[config.mk]
export PLATFORM = sky130hd
export DESIGN_NAME = bpan_negotiation_engine
export DESIGN_NICKNAME = d
export VERILOG_FILES = /design/src/inc/bpan_pkg.sv /design/src/core/bpan_rand_bit.sv /design/src/core/bpan_negotiation_engine.sv
export VERILOG_INCLUDE_DIRS = /design/src /design/src/inc
export SDC_FILE = /design/constraint.sdc
export NUM_CORES = 1
export LEC_CHECK = 0
export BUFFER_PORTS_ARGS = -buffer_cell sky130_fd_sc_hd__buf_2
export CAP_MARGIN = 10
export CORE_MARGIN = 8
export CORE_UTILIZATION = 30
export DETAILED_ROUTE_END_ITERATION = 8
export GPL_ROUTABILITY_DRIVEN = 0
export REMOVE_ABC_BUFFERS = 1
export SYNTH_ARGS = -nofsm -noshare
export SYNTH_HDL_FRONTEND = slang
export SYNTH_SLANG_ARGS = --single-unit
[constraint.sdc]
create_clock -name clock -period 3 [get_ports clock]
set_input_delay 0.6 -clock clock [delete_from_list [all_inputs] [get_ports clock]]
set_output_delay 0.6 -clock clock [all_outputs]
set_load 0.005 [all_outputs]
[src/inc/bpan_consts.svh]
`ifndef BPAN_CONSTS_SVH
`define BPAN_CONSTS_SVH

// clock and timing
`define BPAN_CLK_PERIOD_NS 10
`define BPAN_BREAK_LINK_US 60000
`define BPAN_INHIBIT_US 500000
`define BPAN_TIMER_W 26
// lane and DME rates, in units of 10 kb/s and 10 kHz
`define BPAN_LANE_RATE_10K 2578125
`define BPAN_DME_CLK_10K 31250
`define BPAN_REPEAT_LO 7'h52
`define BPAN_REPEAT_HI 7'h53
// frame layout
`define BPAN_PAGE_W 48
`define BPAN_FRAME_BITS 6'h31
`define BPAN_RAND_POS 6'h30
`define BPAN_ACK_FRAMES 4'h8
`define BPAN_TECH_N 4
// signal detect window and threshold
`define BPAN_SD_WINDOW 8'hff
`define BPAN_SD_MIN_EDGES 8'h40
// link control codes
`define BPAN_LC_OFF 2'h0
`define BPAN_LC_SCAN 2'h1
`define BPAN_LC_MISSION 2'h3
// selector field value
`define BPAN_SELECTOR 5'h01
// register port
`define BPAN_ADDR_W 4
`define BPAN_REG_CTRL 4'h0
`define BPAN_REG_STATUS 4'h4
`define BPAN_REG_LP_LO 4'h8
`define BPAN_REG_LP_HI 4'hc
`define BPAN_CTRL_RESTART 0
`define BPAN_CTRL_TRAIN_EN 1
`define BPAN_CTRL_RESET 2'h2

`endif

[src/inc/bpan_pkg.sv]
package bpan_pkg;
  // one 48-bit base page
  typedef struct packed {
    logic [1:0] fecBits;
    logic trainAbility;
    logic [3:0] tech;
    logic [19:0] spare;
    logic [4:0] txNonce;
    logic np;
    logic ack;
    logic rf;
    logic [2:0] pause;
    logic [4:0] echoNonce;
    logic [4:0] selector;
  } bpan_page_type;

  // results reported on completion
  typedef struct packed {
    logic done;
    logic fecOn;
    logic txPauseOn;
    logic rxPauseOn;
  } bpan_result_type;

  typedef enum logic [2:0] {
    ST_ENABLE,
    ST_BREAK,
    ST_ABILITY,
    ST_ACK,
    ST_COMPLETE_ACK,
    ST_GOOD_CHECK,
    ST_TRAIN,
    ST_GOOD
  } bpan_state_type;
endpackage

[src/core/bpan_rand_bit.sv]
`timescale 1ns/1ps
`include "bpan_consts.svh"

// random bit source for the spare frame position
module bpan_rand_bit (
  input wire logic clock,
  input wire logic rst_n,
  input wire logic [7:0] seed,
  input wire logic [1:0] polySelect,
  input wire logic load,
  input wire logic step,
  output logic randBit
);
  logic [15:0] shiftReg;
  logic feedback;

  // four tap sets; any choice is legal, none locks up when seeded non-zero
  always_comb
  begin
    case (polySelect)
      2'h0: feedback = shiftReg[15] ^ shiftReg[14] ^ shiftReg[12] ^ shiftReg[3];
      2'h1: feedback = shiftReg[15] ^ shiftReg[13] ^ shiftReg[12] ^ shiftReg[10];
      2'h2: feedback = shiftReg[15] ^ shiftReg[4] ^ shiftReg[2] ^ shiftReg[1];
      default: feedback = shiftReg[15] ^ shiftReg[11] ^ shiftReg[10] ^ shiftReg[8];
    endcase
  end

  // seed lands in both halves so a zero seed still leaves one bit set
  always_ff @(posedge clock or negedge rst_n)
  begin
    if (!rst_n)
      shiftReg <= 16'h0001;
    else if (load)
      shiftReg <= {seed, seed | 8'h01};
    else if (step)
      shiftReg <= {shiftReg[14:0], feedback};
  end

  assign randBit = shiftReg[15];
endmodule // bpan_rand_bit

[src/core/bpan_negotiation_engine.sv]
`timescale 1ns/1ps
`include "bpan_consts.svh"

module bpan_negotiation_engine #(
  parameter int BREAK_CYCLES =
    `BPAN_BREAK_LINK_US * 1000 / `BPAN_CLK_PERIOD_NS,
  parameter int INHIBIT_CYCLES =
    `BPAN_INHIBIT_US * 1000 / `BPAN_CLK_PERIOD_NS
) (
  input wire logic clock,
  input wire logic rst_n,
  input wire logic negotiationEnable,
  input wire logic restartIn,
  input wire logic [`BPAN_TECH_N-1:0] abilityIn,
  input wire logic [1:0] fecAbilityIn,
  input wire logic pauseIn,
  input wire logic asmDirIn,
  input wire logic [7:0] nonceSeed,
  input wire logic [1:0] random_poly_select,
  input wire logic [`BPAN_TECH_N-1:0] linkStatusIn,
  output logic [2*`BPAN_TECH_N-1:0] linkControlOut,
  input wire logic laneRxLevel,
  input wire logic rxPageValid,
  input wire bpan_pkg::bpan_page_type rxPage,
  output logic laneTxLevel,
  output logic laneTxEnable,
  output logic [6:0] laneRepeat,
  input wire logic pcsRxStatus,
  output logic trainStart,
  input wire logic trainDone,
  output logic missionPath,
  output logic negotiation_done_out,
  output logic negotiated_fec_on,
  output logic txPauseEnable,
  output logic rxPauseEnable,
  input wire logic [`BPAN_ADDR_W-1:0] regAddr,
  input wire logic [31:0] regWriteData,
  input wire logic regWrite,
  input wire logic regRead,
  output logic [31:0] regReadData
);
  import bpan_pkg::*;

  bpan_state_type state;
  bpan_state_type next_state;
  logic [`BPAN_TIMER_W-1:0] timer;
  logic restartPrev;
  logic restartEdge;
  logic [1:0] ctrlReg;
  logic swRestart;
  bpan_page_type lpPage;
  bpan_page_type txPage;
  logic [`BPAN_TECH_N-1:0] common;
  logic [`BPAN_TECH_N-1:0] selTech;
  logic [`BPAN_TECH_N-1:0] next_selTech;
  bpan_result_type result;
  bpan_result_type next_result;
  logic trained;
  logic trainBoth;
  logic selStatus;
  logic [5:0] bitIdx;
  logic halfCell;
  logic frameEnd;
  logic [3:0] ackFrames;
  logic randBit;
  logic laneToggle;
  logic rxPrev;
  logic [7:0] sdWindow;
  logic [7:0] sdEdges;
  logic sigDetect;
  logic nonceClash;
  logic txActive;

  // lane 0 sees one DME half-cell per clock; the lane gearbox repeats it
  // 82 or 83 lane bits, alternating, giving 82.5 average
  localparam int LaneBitsPerTwoHalves =
    2 * `BPAN_LANE_RATE_10K / `BPAN_DME_CLK_10K;

  // restart edge and software restart, both one-cycle events
  assign restartEdge = restartIn & ~restartPrev;
  always_ff @(posedge clock or negedge rst_n)
  begin
    if (!rst_n)
      restartPrev <= 1'b0;
    else
      restartPrev <= restartIn;
  end

  // digital signal detect: a real partner toggles the line often, while
  // crosstalk seldom crosses the edge threshold in one window
  always_ff @(posedge clock or negedge rst_n)
  begin
    if (!rst_n)
    begin
      rxPrev <= 1'b0;
      sdWindow <= 8'h00;
      sdEdges <= 8'h00;
      sigDetect <= 1'b0;
    end
    else
    begin
      rxPrev <= laneRxLevel;
      if (sdWindow == `BPAN_SD_WINDOW)
      begin
        sdWindow <= 8'h00;
        sdEdges <= 8'h00;
        sigDetect <= (sdEdges >= `BPAN_SD_MIN_EDGES);
      end
      else
      begin
        sdWindow <= sdWindow + 8'h01;
        if (laneRxLevel != rxPrev)
          sdEdges <= sdEdges + 8'h01;
      end
    end
  end

  // local page, rebuilt every cycle from the ability inputs, the control register, the partner nonce and the state
  always_comb
  begin
    txPage = '0;
    txPage.selector = `BPAN_SELECTOR;
    txPage.pause = {1'b0, asmDirIn, pauseIn};
    txPage.txNonce = nonceSeed[4:0];
    txPage.echoNonce = lpPage.txNonce;
    txPage.ack = (state == ST_ACK) || (state == ST_COMPLETE_ACK);
    txPage.tech = abilityIn;
    txPage.trainAbility = ctrlReg[`BPAN_CTRL_TRAIN_EN];
    txPage.fecBits = fecAbilityIn;
  end

  // identical nonces are not broken here: negotiation restarts forever
  assign nonceClash = (rxPage.txNonce == nonceSeed[4:0]);
  assign common = abilityIn & lpPage.tech;
  assign trainBoth = ctrlReg[`BPAN_CTRL_TRAIN_EN] & lpPage.trainAbility;
  assign selStatus = |(selTech & linkStatusIn);
  assign frameEnd = halfCell && (bitIdx == `BPAN_FRAME_BITS - 6'h01);
  assign txActive = (state == ST_ABILITY) || (state == ST_ACK) ||
    (state == ST_COMPLETE_ACK);

  // highest common technology wins; one-hot result
  always_comb
  begin
    next_selTech = '0;
    for (int i = 0; i < `BPAN_TECH_N; i++)
    begin
      if (common[i])
        next_selTech = '0;
      if (common[i])
        next_selTech[i] = 1'b1;
    end
  end

  // pause and FEC resolution from both pages
  always_comb
  begin
    next_result.done = 1'b1;
    next_result.fecOn = (|(fecAbilityIn & lpPage.fecBits)) &
      (fecAbilityIn[1] | lpPage.fecBits[1]);
    next_result.txPauseOn = (pauseIn & lpPage.pause[0]) |
      (asmDirIn & ~pauseIn & lpPage.pause[0] & lpPage.pause[1]);
    next_result.rxPauseOn = (pauseIn & lpPage.pause[0]) |
      (pauseIn & asmDirIn & ~lpPage.pause[0] & lpPage.pause[1]);
  end

  // arbitration sequence
  always_comb
  begin
    next_state = state;
    case (state)
      ST_ENABLE:
        if (negotiationEnable)
          next_state = ST_BREAK;
      ST_BREAK:
        if (timer >= `BPAN_TIMER_W'(BREAK_CYCLES - 1))
          next_state = ST_ABILITY;
      ST_ABILITY:
        if (rxPageValid && sigDetect)
          next_state = nonceClash ? ST_BREAK : ST_ACK;
      ST_ACK:
        if (rxPageValid && sigDetect && rxPage.ack)
          next_state = ST_COMPLETE_ACK;
      ST_COMPLETE_ACK:
        if (frameEnd && ackFrames == `BPAN_ACK_FRAMES - 4'h1)
          next_state = (|common) ? ST_GOOD_CHECK : ST_BREAK;
      ST_GOOD_CHECK:
        if (timer >= `BPAN_TIMER_W'(INHIBIT_CYCLES - 1))
          next_state = ST_BREAK;
        else if (trainBoth && !trained)
          next_state = ST_TRAIN;
        else if (pcsRxStatus && selStatus)
          next_state = ST_GOOD;
      ST_TRAIN:
        if (trainDone)
          next_state = ST_GOOD_CHECK;
        else if (timer >= `BPAN_TIMER_W'(INHIBIT_CYCLES - 1))
          next_state = ST_BREAK;
      ST_GOOD:
        if (!selStatus || !sigDetect)
          next_state = ST_BREAK;
      default:
        next_state = ST_ENABLE;
    endcase
    if (!negotiationEnable)
      next_state = ST_ENABLE;
    else if (restartEdge || swRestart)
      next_state = ST_BREAK;
  end

  // state register; reset lands in the idle state
  always_ff @(posedge clock or negedge rst_n)
  begin
    if (!rst_n)
      state <= ST_ENABLE;
    else
      state <= next_state;
  end

  // one timer, cleared on every state change
  always_ff @(posedge clock or negedge rst_n)
  begin
    if (!rst_n)
      timer <= '0;
    else if (next_state != state)
      timer <= '0;
    else if (timer != '1)
      timer <= timer + `BPAN_TIMER_W'(1);
  end

  // partner page is captured once, on passing from ability detect to acknowledge
  always_ff @(posedge clock or negedge rst_n)
  begin
    if (!rst_n)
      lpPage <= '0;
    else if (state == ST_ABILITY && next_state == ST_ACK)
      lpPage <= rxPage;
  end

  // training bookkeeping; start is a level held through training
  always_ff @(posedge clock or negedge rst_n)
  begin
    if (!rst_n)
      trained <= 1'b0;
    else if (state == ST_BREAK)
      trained <= 1'b0;
    else if (state == ST_TRAIN && trainDone)
      trained <= 1'b1;
  end
  assign trainStart = (state == ST_TRAIN);

  // selection and results, held from resolution until the next break
  always_ff @(posedge clock or negedge rst_n)
  begin
    if (!rst_n)
    begin
      selTech <= '0;
      result <= '0;
    end
    else if (next_state == ST_GOOD && state != ST_GOOD)
      result <= next_result;
    else if (state == ST_COMPLETE_ACK)
      selTech <= next_selTech;
    else if (next_state == ST_BREAK || next_state == ST_ENABLE)
    begin
      selTech <= '0;
      result <= '0;
    end
  end

  // results only reported; the datapath enables stay with the user
  assign negotiation_done_out = result.done;
  assign negotiated_fec_on = result.fecOn;
  assign txPauseEnable = result.txPauseOn;
  assign rxPauseEnable = result.rxPauseOn;

  // lane switches to the PCS only once everything has finished
  always_ff @(posedge clock or negedge rst_n)
  begin
    if (!rst_n)
      missionPath <= 1'b0;
    else
      missionPath <= (next_state == ST_GOOD);
  end

  // per-technology link control
  genvar t;
  generate
    for (t = 0; t < `BPAN_TECH_N; t++)
    begin : gLinkCtl
      always_ff @(posedge clock or negedge rst_n)
      begin
        if (!rst_n)
          linkControlOut[2*t+1:2*t] <= `BPAN_LC_OFF;
        else if (next_state == ST_ENABLE || next_state == ST_BREAK)
          linkControlOut[2*t+1:2*t] <= `BPAN_LC_OFF;
        else if (state == ST_GOOD_CHECK || state == ST_TRAIN ||
          state == ST_GOOD)
          linkControlOut[2*t+1:2*t] <=
            selTech[t] ? `BPAN_LC_MISSION : `BPAN_LC_OFF;
        else if (abilityIn[t])
          linkControlOut[2*t+1:2*t] <= `BPAN_LC_SCAN;
        else
          linkControlOut[2*t+1:2*t] <= `BPAN_LC_OFF;
      end
    end
  endgenerate

  // random bit for frame position 48; a new bit per frame
  bpan_rand_bit uRand (
    .clock(clock),
    .rst_n(rst_n),
    .seed(nonceSeed),
    .polySelect(random_poly_select),
    .load(state == ST_ENABLE),
    .step(frameEnd),
    .randBit(randBit)
  );

  // DME transmit: a transition opens every cell, a one adds one mid-cell
  always_ff @(posedge clock or negedge rst_n)
  begin
    if (!rst_n)
    begin
      bitIdx <= 6'h00;
      halfCell <= 1'b0;
      laneTxLevel <= 1'b0;
      laneTxEnable <= 1'b0;
      ackFrames <= 4'h0;
    end
    else if (!txActive)
    begin
      bitIdx <= 6'h00;
      halfCell <= 1'b0;
      laneTxEnable <= 1'b0;
      ackFrames <= 4'h0;
    end
    else
    begin
      laneTxEnable <= 1'b1;
      halfCell <= ~halfCell;
      if (!halfCell)
        laneTxLevel <= ~laneTxLevel;
      else if (bitIdx == `BPAN_RAND_POS ? randBit : txPage[bitIdx])
        laneTxLevel <= ~laneTxLevel;
      if (halfCell)
        bitIdx <= frameEnd ? 6'h00 : bitIdx + 6'h01;
      if (frameEnd && state == ST_COMPLETE_ACK)
        ackFrames <= ackFrames + 4'h1;
    end
  end

  // repeat count alternates so two half-cells span 165 lane bits
  always_ff @(posedge clock or negedge rst_n)
  begin
    if (!rst_n)
      laneToggle <= 1'b0;
    else
      laneToggle <= ~laneToggle;
  end
  assign laneRepeat = laneToggle ? `BPAN_REPEAT_HI :
    7'(LaneBitsPerTwoHalves - `BPAN_REPEAT_HI);

  // control register; restart bit is a write-only pulse
  always_ff @(posedge clock or negedge rst_n)
  begin
    if (!rst_n)
    begin
      ctrlReg <= `BPAN_CTRL_RESET;
      swRestart <= 1'b0;
    end
    else
    begin
      swRestart <= regWrite && regAddr == `BPAN_REG_CTRL &&
        regWriteData[`BPAN_CTRL_RESTART];
      if (regWrite && regAddr == `BPAN_REG_CTRL)
        ctrlReg <= regWriteData[1:0] & 2'h2;
    end
  end

  // read data stand one cycle after the strobe, zero otherwise
  always_ff @(posedge clock or negedge rst_n)
  begin
    if (!rst_n)
      regReadData <= 32'h0;
    else if (!regRead)
      regReadData <= 32'h0;
    else
      case (regAddr)
        `BPAN_REG_CTRL: regReadData <= {30'h0, ctrlReg};
        `BPAN_REG_STATUS: regReadData <= {16'h0, selTech, 1'b0,
          state, sigDetect, trained, missionPath, 1'b0, result};
        `BPAN_REG_LP_LO: regReadData <= lpPage[31:0];
        `BPAN_REG_LP_HI: regReadData <= {16'h0, lpPage[47:32]};
        default: regReadData <= 32'h0;
      endcase
  end
endmodule // bpan_negotiation_engine

==> metrics.txt <==
pwr dens 500.7 nW/um^2; largest net degree at the start of global routing 62; Yosys warnings 0; register area share after synthesis 0.5183; # DRC 0; initial antenna violation count 1; Achievable Freq 353.1 MHz; CTS tree built; post-route cell area 10430 sq um; worst path required time 3.31 ns; fin crit share 0.9441; Compound-Gate Fraction of Synth Area 0.1052; vias in the first global route 6550; multiplexer share of the synthesized area 0.09488; outcome completed; Die ar. 34330 sq um; Slew Viols, Final 0; Vias/cell 5.022; Async SR Flop Fraction 1.000; post-synthesis adder-cell area fraction 0.008731; initial drt markers 645; Final #Nets 1059; Routed met3 length 1548 um; num rows 62; Mapped Area 8598 sq um; Layout Utilization 0.3664; hold crit path type in2async; final setup TNS 0 ns; Post-Synthesis Cells 798; DP HPWL 16840 um; CTS Buf Count 17; xor and xnor area share after synthesis 0.05602; starting density of the core 0.3020; simple-gate share of the synthesized area 0.1767; syn_area_per_cell 10.77 sq um; largest family of logic cells by synthesized area simple AND/OR/NAND/NOR gates; GRT Util Overall 0.1336; htree depth 4; final antenna-violating net count 0; Hold Vio Cnt, Final 0; synthesis-to-finish area growth 21.32%; Yosys top cell by area dfrtp_1; WL met2 10090 um; drt wl/cell 17.14 um; postcts setup bufs 0; RSZ-0062 raised after global routing false; wirelength, routed 22880 um; most frequent cell after synthesis dfrtp_1; # clock sinks 178; die height 185.3 um; Post-synth EDFFs 0; core region area 28470 sq um; Reg2Reg Setup Slack 0.17 ns; wl on met1 10880 um; peak supply drop 0.3528 mV; leakage 5.017 nW; Slew headroom 0.5202; Max FO, Critical Path 16; drt pass-1 iters 7; Top FF cell, synth dfrtp_1; Setup Viol. Count Final 0; largest cells by area after synthesis dfrtp_1 51%, mux2_1 3.7%, mux2_4 3.5%; GR Overflow Total 0; Worst-path clk slew 0.06 ns; commonest cells in the synthesized netlist 176 x dfrtp_1, 77 x nand2_1, 69 x nor2_1; startpoint types flip-flop; skew final 0.01117 ns; Worst-Skew Late Latency 0.43 ns; fillcell total 2819; Ports 171; global-route wire length before repair 36140 um; Chip Width 185.3 um; DR top layer met4; layout cells sized above 1 0.2558; post-route minimum period 2.832 ns; crit path DAT 3.14 ns; dpl cell area 9832 sq um; number of library cell types mapped by synthesis 69; sequential cell area 4457 sq um; Via Count 6705; Max Cap Violations 0; area fraction of the dominant cell type after synthesis 0.5122; PortBufs 134; Root Buffer clkbuf_16; CTS max path bufs 2; Least-Margin Pin Slew 0.7180 ns; area occupied by multi-input gates 3839 sq um; Setup crit end kind flip-flop; WS Path Type reg2reg; #FFs+latches synth 178
-- metrics by stage --
| stage | instances | power [mW] | hold WS, ns | worst slack (ns) |
|---|---|---|---|---|
| after floorplan | 748 | 2.801 | 0.3044 | -1.166 |
| after global placement | 1302 | 3.019 | 0.4002 | 0.1434 |
| after detailed placement | 1302 | 3.026 | 0.4000 | 0.1289 |
| after CTS | 1334 | 5.276 | 0.1591 | 0.1213 |
| after global routing | 1335 | 5.442 | 0.1762 | 0.007428 |
| final | 1335 | 5.223 | 0.1439 | 0.1678 |
-- cells in the final DEF, fill, tap and decap left out, types with 25 or more instances in the layout --
cell	instances
buf_4	32
and3_1	26
xor2_1	34
nor2_1	68
nand2_1	77
nor3_1	40
dfrtp_1	176
mux2_1	28
buf_2	133
nand3_1	25
-- power by group --
group          switching [mW]  internal [mW]  total, mW  leakage, nW
clock                   0.974           1.27       2.25        0.294
sequential             0.0806           2.48       2.56         2.39
combinational           0.234          0.178      0.412         2.33
-- sequential cells by signal, indices dropped and copies added (netlist names), 3 cells and up --
signal	flops
linkControlOut	8
uRand.shiftReg	16
ackFrames	4
timer	26
lpPage	48
sdEdges	8
selTech	4
regReadData	32
state	3
bitIdx	6
sdWindow	8
-- logic make-up after synthesis --
family | count (synthesis)
flip-flops | 178
buffers and inverters | 71
adder cells (fa/ha/maj) | 6
AO/OA/AOI/OAI | 119
XOR/XNOR | 55
other | 2
AND/OR/NAND/NOR | 303
multiplexers | 64
-- path summary, 6_finish.rpt --
path	start	end	cells past startpoint
worst min-delay path	rst_n	regReadData[25]	1
worst max register to register	timer[0]	lpPage[17]	9
worst min register to register	laneToggle	laneToggle	1
worst max-delay path	timer[0]	lpPage[17]	9
max in group asynchronous	rst_n	uRand.shiftReg[0]	2
min in group clock	laneRxLevel	rxPrev	1
-- routing by layer --
metal  up-vias  global-route usage
met3        25             0.03295
met1      3339              0.1891
met5         -                   0
li1       3132                   -
met2       209              0.1971
met4         0             0.04161
-- worst max-delay path, cell delays in order (launching register included) --
cell      delay (ns)
dfrtp_1         0.38
ha_1            0.23
and3_1          0.28
a211oi_2        0.27
o31ai_2         0.12
or4_4           0.54
nand4_4         0.12
nand3_4         0.21
buf_12          0.24
mux2_1          0.31
-- area by class of cell --
class / instances / share of cell area
Clock inverter: 8 / 0.008636
Timing Repair Buffer: 170 / 0.09560
Sequential cell: 178 / 0.4272
Clock buffer: 24 / 0.04810
Tap cell: 384 / 0.04606
Multi-Input combinational cell: 553 / 0.3680
Inverter: 17 / 0.006117
Antenna cell: 1 / 0.0002399
-- repair_timing --
item,4_1_cts,5_1_grt
resized for setup,0,1
setup endpoints to repair,0,44
hold buffers,0,0
Note: power is estimated with default switching activity, not from simulation.
